**config.mk**
```make
export PLATFORM = sky130hd
export DESIGN_NAME = io_port_bank
export DESIGN_NICKNAME = d
export VERILOG_FILES = /design/src/rtl/io_port_pkg.sv /design/src/rtl/io_port_bank.sv
export SDC_FILE = /design/constraint.sdc
export NUM_CORES = 1
export LEC_CHECK = 0
export ABC_AREA = 1
export BUFFER_PORTS_ARGS = -buffer_cell sky130_fd_sc_hd__buf_2
export CORE_AREA = 2 2 236 238
export DETAILED_ROUTE_END_ITERATION = 8
export DIE_AREA = 0 0 238 240
export PLACE_DENSITY = 0.56
export SYNTH_ARGS = -nofsm -noshare
export SYNTH_HDL_FRONTEND = slang
export SYNTH_SLANG_ARGS = --single-unit
```
**constraint.sdc**
```tcl
create_clock -name mclk -period 1.4 [get_ports mclk]
set_input_delay 0.21 -clock mclk [delete_from_list [all_inputs] [get_ports mclk]]
set_output_delay 0.21 -clock mclk [all_outputs]
set_load 0.03 [all_outputs]
```
**src/rtl/io_port_pkg.sv**
```systemverilog
// constants for the programmable i/o port bank
package io_port_pkg;
  localparam int NUM_PORTS = 11;
  localparam int PORT_W = 8;
  localparam int NUM_BITS = NUM_PORTS * PORT_W;
  localparam int NUM_PU = NUM_BITS / 4;
  localparam int NUM_DAC = 2;
  // input-only line: port 8 bit 5
  localparam int INPUT_ONLY_BIT = 69;
  // dac channels ride on port 9 bits 3 and 4
  localparam int DAC0_BIT = 75;
  localparam int DAC1_BIT = 76;
  // register map, one word each; ports at base + 4*port
  localparam logic [11:0] DATA_BASE = 12'h000;
  localparam logic [11:0] DIR_BASE = 12'h040;
  localparam logic [11:0] PU_LO_OFFS = 12'h080;
  localparam logic [11:0] PU_HI_OFFS = 12'h084;
  localparam logic [11:0] DAC_CTL_OFFS = 12'h088;
  localparam logic [11:0] PORT_SPAN = 12'h02C;
  localparam logic [7:0] DIR_RESET = 8'h00;
  localparam logic [7:0] DATA_RESET = 8'h00;
  localparam logic [NUM_PU-1:0] PU_RESET = '0;
  localparam logic [1:0] DAC_CTL_RESET = 2'h0;
endpackage : io_port_pkg

```
**src/rtl/io_port_bank.sv**
```systemverilog
// programmable i/o port bank with apb register access
//
// Design decisions made here: the address map and the APB register port.
`timescale 1ns/10ps
module io_port_bank #(
  parameter int NUM_PORTS = io_port_pkg::NUM_PORTS
) (
  input wire logic mclk,
  input wire logic rst_n,
  input wire logic psel,
  input wire logic penable,
  input wire logic pwrite,
  input wire logic [11:0] paddr,
  input wire logic [31:0] pwdata,
  output logic [31:0] prdata,
  output logic pready,
  output logic pslverr,
  input wire logic [io_port_pkg::NUM_BITS-1:0] pin_in,
  output logic [io_port_pkg::NUM_BITS-1:0] pin_out,
  output logic [io_port_pkg::NUM_BITS-1:0] pin_oe,
  output logic [io_port_pkg::NUM_BITS-1:0] pin_pullup,
  input wire logic [io_port_pkg::NUM_BITS-1:0] periph_oe,
  input wire logic [io_port_pkg::NUM_BITS-1:0] periph_out,
  output logic [io_port_pkg::NUM_DAC-1:0] dac_out_en
);
  // every port keeps eight bits, connected to a pin or not, so software
  // sees one uniform map; the pull-up groups cover the same span in fours
  localparam int NB = io_port_pkg::NUM_BITS;
  localparam int NP = io_port_pkg::NUM_PU;

  logic [NB-1:0] dir;
  logic [NB-1:0] latch;
  logic [NP-1:0] pu_en;
  logic [io_port_pkg::NUM_DAC-1:0] dac_en;
  logic [NB-1:0] dac_pin;
  logic setup_rd;
  logic access_wr;
  logic [31:0] next_prdata;
  logic next_slverr;
  logic [3:0] port_idx;
  logic dir_hit;
  logic data_hit;

  // apb strobes; no wait states, pready is high for one cycle in the access phase
  assign access_wr = psel && penable && pwrite;
  assign setup_rd = psel && !penable;
  assign data_hit = paddr < io_port_pkg::PORT_SPAN && paddr[1:0] == 2'h0;
  assign dir_hit = paddr >= io_port_pkg::DIR_BASE
    && paddr < (io_port_pkg::DIR_BASE + io_port_pkg::PORT_SPAN) && paddr[1:0] == 2'h0;
  // both windows sit on 64-byte boundaries, so bits 5:2 pick the port
  assign port_idx = paddr[5:2];

  // dac channel pin map
  always_comb begin
    dac_pin = '0;
    dac_pin[io_port_pkg::DAC0_BIT] = dac_en[0];
    dac_pin[io_port_pkg::DAC1_BIT] = dac_en[1];
  end

  // pin ownership: a peripheral drives its pin, except on a live dac channel,
  // where the analog level must not be fought by a digital driver
  logic [NB-1:0] periph_owns;
  assign periph_owns = periph_oe & ~dac_pin;

  // direction bits, one per pin, all reset to input
  always_ff @(posedge mclk or negedge rst_n) begin
    if (!rst_n) begin
      dir <= '0;
    end else if (access_wr && dir_hit) begin
      dir[port_idx*8 +: 8] <= pwdata[7:0];
    end
  end

  // output latches, also held for unconnected bits; writing the latch of an
  // input pin is harmless and lets software preload before turning it around
  always_ff @(posedge mclk or negedge rst_n) begin
    if (!rst_n) begin
      latch <= '0;
    end else if (access_wr && data_hit) begin
      latch[port_idx*8 +: 8] <= pwdata[7:0];
    end
  end

  // pull-up groups, eleven per word; the upper word starts at group eleven
  always_ff @(posedge mclk or negedge rst_n) begin
    if (!rst_n) begin
      pu_en <= io_port_pkg::PU_RESET;
    end else if (access_wr && paddr == io_port_pkg::PU_LO_OFFS) begin
      pu_en[NP/2-1:0] <= pwdata[NP/2-1:0];
    end else if (access_wr && paddr == io_port_pkg::PU_HI_OFFS) begin
      pu_en[NP-1:NP/2] <= pwdata[NP-NP/2-1:0];
    end
  end

  // dac output enables only; the converters themselves live elsewhere
  // limitation: a set direction bit still drives a dac pin, software must not
  always_ff @(posedge mclk or negedge rst_n) begin
    if (!rst_n) begin
      dac_en <= io_port_pkg::DAC_CTL_RESET;
    end else if (access_wr && paddr == io_port_pkg::DAC_CTL_OFFS) begin
      dac_en <= pwdata[1:0];
    end
  end

  // read mux; data reads return the pin, not the latch, so a pin held
  // by an outside source shows that source even while it is an output;
  // reading the latch back would hide a shorted or overloaded line
  always_comb begin
    next_prdata = 32'h0000_0000;
    next_slverr = 1'b0;
    if (data_hit) begin
      next_prdata[7:0] = pin_in[port_idx*8 +: 8];
    end else if (dir_hit) begin
      next_prdata[7:0] = dir[port_idx*8 +: 8];
      next_prdata[io_port_pkg::INPUT_ONLY_BIT % 8] =
        (port_idx == 4'(io_port_pkg::INPUT_ONLY_BIT / 8)) ? 1'b0
        : dir[port_idx*8 + io_port_pkg::INPUT_ONLY_BIT % 8];
    end else if (paddr == io_port_pkg::PU_LO_OFFS) begin
      next_prdata[NP/2-1:0] = pu_en[NP/2-1:0];
    end else if (paddr == io_port_pkg::PU_HI_OFFS) begin
      next_prdata[NP-NP/2-1:0] = pu_en[NP-1:NP/2];
    end else if (paddr == io_port_pkg::DAC_CTL_OFFS) begin
      next_prdata[1:0] = dac_en;
    end else begin
      next_slverr = 1'b1; // unmapped address
    end
  end

  // bus answer registered in setup, valid through access; this costs no
  // wait state and keeps prdata a flop at the cost of decoding in setup
  always_ff @(posedge mclk or negedge rst_n) begin
    if (!rst_n) begin
      prdata <= 32'h0000_0000;
      pslverr <= 1'b0;
      pready <= 1'b0;
    end else begin
      pready <= setup_rd;
      if (setup_rd) begin
        prdata <= pwrite ? 32'h0000_0000 : next_prdata;
        pslverr <= next_slverr;
      end
    end
  end

  // pin drivers; registered so every output is a flop, one process per concern
  genvar i;
  generate
    for (i = 0; i < NB; i++) begin : g_pin
      if (i == io_port_pkg::INPUT_ONLY_BIT) begin : g_in_only
        // the input-only line has no driver, whatever software writes
        always_ff @(posedge mclk or negedge rst_n) begin
          if (!rst_n) begin
            pin_oe[i] <= 1'b0;
            pin_out[i] <= 1'b0;
          end else begin
            pin_oe[i] <= 1'b0;
            pin_out[i] <= 1'b0;
          end
        end
        // never an output, so its group pull-up always applies
        always_ff @(posedge mclk or negedge rst_n) begin
          if (!rst_n) begin
            pin_pullup[i] <= 1'b0;
          end else begin
            pin_pullup[i] <= pu_en[i/4];
          end
        end
      end else begin : g_io
        // output enable: a peripheral output wins over the direction bit
        always_ff @(posedge mclk or negedge rst_n) begin
          if (!rst_n) begin
            pin_oe[i] <= 1'b0;
          end else begin
            pin_oe[i] <= periph_owns[i] || dir[i];
          end
        end
        // drive value follows the same owner as the enable
        always_ff @(posedge mclk or negedge rst_n) begin
          if (!rst_n) begin
            pin_out[i] <= 1'b0;
          end else begin
            pin_out[i] <= periph_owns[i] ? periph_out[i] : latch[i];
          end
        end
        // pull-up only for a true input; a live dac channel forces it off
        always_ff @(posedge mclk or negedge rst_n) begin
          if (!rst_n) begin
            pin_pullup[i] <= 1'b0;
          end else begin
            pin_pullup[i] <= pu_en[i/4] && !dir[i] && !periph_oe[i]
              && !dac_pin[i];
          end
        end
      end
    end
  endgenerate

  // enables are echoed from a flop so the analog side sees a clean level

  always_ff @(posedge mclk or negedge rst_n) begin
    if (!rst_n) begin
      dac_out_en <= io_port_pkg::DAC_CTL_RESET;
    end else begin
      dac_out_en <= dac_en;
    end
  end
endmodule : io_port_bank

```
==> results by group <==
Critical path
  – Crit Path Class: reg2reg
  – Category of cells accounting for the largest share of critical-path delay: simple AND/OR/NAND/NOR gates
  – Arrival time of the worst setup path: 2.00 ns
  – Worst path most repeated cell: sky130_fd_sc_hd__nand2_1
  – Critical path, cell by cell: inv_2 > o211ai_1 > nand3_1 > nand4_1 > nand2_1 > nand2_1 > nand2_1 > nand2_1
  – Startpoint types: flop
  – Crit path capture type: flop
  – Data required time at the worst endpoint: 1.93 ns
  – CP max-delay cell: sky130_fd_sc_hd__o211ai_1
  – Buffers & Inverters on Critical Path: 1
  – Largest driver fanout on the critical path: 2
  – Maximum single-stage delay on the critical path: 0.46 ns

Clock network
  – CTS Buf Count: 51
  – Master cell of the clock root buffer: sky130_fd_sc_hd__clkbuf_16
  – CTS clock-pin slew for the worst setup and hold paths: 0.07 ns
  – Clk_lat worst skew: 0.59 ns
  – Clock sinks: 476
  – Deepest level of the CTS H-tree: 2
  – TritonCTS clock tree: built
  – Clock buffer depth: 3

Global route
  – Pin count of the biggest net entering global routing: 73
  – Initial antenna violation count: 11
  – Number of global-route vias before repair: 18680
  – Global-route wire length before repair: 113.3 mm
  – GR Layer Usage met1: 0.3226
  – Layer carrying the most global-route usage: met2
  – Global route overflow: 0
  – M2 GR Usage: 0.4685
  – Global-route met3 utilization: 0.06670
  – Overall routing resource usage: 0.2704

STA
  – Final period demand of the worst path: 1.467 ns
  – Top achievable clock speed: 681.8 MHz
  – Total of endpoints with negative setup slack in the final report: 31
  – Largest clock skew in the final design: 0.01255 ns
  – Share of the clock period used by the worst path: 1.048
  – Slew at the pin with the worst max-slew slack: 0.5341 ns
  – Count of pins over their slew limit: 0
  – Setup repair after global routing missed its margin: yes
  – Sum of negative setup slack: -1.019 ns
  – Number of hold violations in the final report: 0
  – Least setup slack across all paths after layout: -0.06674 ns
  – Hold slack final: 0.05596 ns
  – Slew headroom: 0.6423

Placement
  – Port bufs: 566
  – Global placer's final weighted congestion: 0.9808
  – Minimum setup slack after placement: -0.7646 ns
  – DPL Wire Length: 60.99 mm
  – Placed instance count: 3401

Synth
  – Number of storage elements in the synthesis netlist: 476
  – Number of instances in the synthesized netlist: 1951
  – Number of distinct library cells after synthesis: 38
  – Count of warnings emitted by yosys: 0
  – Register area share after synthesis: 0.6156
  – Netlist area before placement: 0.01935 mm^2
  – Average size of a mapped cell: 9.918 um^2

Detailed routing
  – Routed vias: 18190
  – Sum of routed wire length over all layers: 79.45 mm
  – Via/cell ratio: 4.846
  – DRC: 0
  – Wire per inst: 21.16 um
  – Starting DRC count in detailed routing: 1235
  – Total iterations of the first detailed-routing run: 5
  – ANT nets after route: 0

Floorplanning
  – Effective utilization at floorplan: 0.3540
  – Row cnt: 86
  – Die W: 238 um
  – Die Area: 0.05712 mm^2
  – Area of the core region: 0.05466 mm^2
  – Die H: 240 um
  – Number of ports placed on the die boundary: 613

Power
  – Flop pwr share: 0.437
  – Peak ir drop on the vdd network: 0.7898 mV
  – Cell-internal power: 24.19 mW
  – Sw power: 8.083 mW
  – Proportion of power drawn by the clock network: 0.436
  – Gate power share: 0.127
  – Sw frac: 0.2504
  – Final Power: 32.28 mW
  – Standby leakage power: 15.33 nW
  – Power density relative to cell area: 1083 mW/mm^2

Outcome
  – Failing checks: setup timing
  – Outcome: complete, but fails checks

Final layout
  – Area Overhead vs Synth: 54.04%
  – Filler cell count: 4925
  – Most common cell after layout, fill and taps aside: sky130_fd_sc_hd__buf_2
  – Non-filler cells in the finished layout: 3754
  – Number of nets in the layout: 3319
  – Register area: 0.01191 mm^2
  – Most frequent cells in the layout: 547 x sky130_fd_sc_hd__buf_2, 475 x sky130_fd_sc_hd__dfrtp_1, 463 x sky130_fd_sc_hd__nand2_1
  – Area of the multi-input gates: 0.007067 mm^2
  – Fraction of layout instances using a drive strength above 1: 0.4016

Min path
  – Worst min-delay path category: in2async

Job
  – Reported max-cap violation count: 0
-- logic make-up (layout without fill, tap and decap cells) --
family / after synthesis / in the layout / synth area share
compound gates: 261 / 261 / 0.07016
fa+ha+maj: 5 / 5 / 0.003233
buf+inv: 192 / 1259 / 0.04656
flops: 476 / 476 / 0.6156
mux: 81 / 81 / 0.04714
other cells: 1 / 30 / 0.0001938
simple gates: 935 / 938 / 0.2171
-- cell type report --
| type | instances | share of cell area |
|---|---|---|
| inverter | 97 | 0.01368 |
| clock buffer | 77 | 0.04987 |
| clock inverter | 18 | 0.008689 |
| timing repair buffer | 1067 | 0.2609 |
| sequential | 476 | 0.3997 |
| antenna | 7 | 0.0005877 |
| tap | 704 | 0.02955 |
| multi-input combinational | 1308 | 0.2371 |
-- sequential cells by signal, indices dropped and copies added, names as in the netlist --
name / cells
latch: 87
pin_oe: 87
pready: 1
pslverr: 1
dir: 88
prdata: 11
pin_pullup: 88
dac_en: 2
pin_out: 87
dac_out_en: 2
pu_en: 22
-- worst paths after layout --
kind / slack (ns) / cells past startpoint / endpoint / from
max: -0.07 / 8 / prdata[7] / dir[7]
min: 0.06 / 2 / pin_oe[0] / rst_n
max in group asynchronous: 0.65 / 4 / dir[51] / rst_n
min reg2reg: 0.48 / 2 / prdata[3] / prdata[3]
max reg2reg: -0.07 / 8 / prdata[7] / dir[7]
min in group mclk: 0.07 / 4 / dir[53] / pwdata[5]
-- layer usage --
| metal | part of all wire | wire length (um) |
|---|---|---|
| met5 | 0.00084 | 67 |
| met4 | 0.044 | 3458 |
| met3 | 0.069 | 5480 |
| met2 | 0.49 | 39120 |
| met1 | 0.39 | 31320 |
-- power groups by stage --
stage	logic (mW)	clock network (mW)	registers (mW)
after floorplan	1.08	0	14.9
after global placement	3.43	0	14.3
after detailed placement	3.45	0	14.3
after CTS	3.98	14.4	14.1
after global routing	4.36	14.9	14.1
final	4.10	14.1	14.1
-- timing repair --
action / CTS / global route
resized for setup: 40 / 74
setup buffers: 3 / 17
cloned: 0 / 6
hold buffers: 228 / 0
endpoints found under the hold margin: 744 / 0
setup endpoints to repair: 102 / 189
pin swaps: 10 / 56
-- cells in the mapped netlist (all sizes together) --
cell type,n,share of area
nand2,500,0.10
dfrtp,476,0.62
o21ai,236,0.062
nor2,160,0.036
nand3,147,0.039
inv,95,0.019
or2,85,0.027
mux2,81,0.047
buf,66,0.022
nor3,31,0.0091
clkbuf,29,0.0056
a21oi,16,0.0041
nand4,8,0.0026
ha,5,0.0032
o211ai,5,0.0019
a21o,3,0.0012
clkinv,2,0.00039
nor4,2,0.00065
a32o,1,0.00052
and2,1,0.00032
conb,1,0.00019
nor3b,1,0.00039
-- metrics by stage --
step	util	cell area [um^2]
final	0.5453	29810
after global routing	0.5451	29800
after CTS	0.5373	29370
after detailed placement	0.4608	25190
after global placement	0.4608	25190
after floorplan	-	19900
Power figures use the tool's default switching activity.
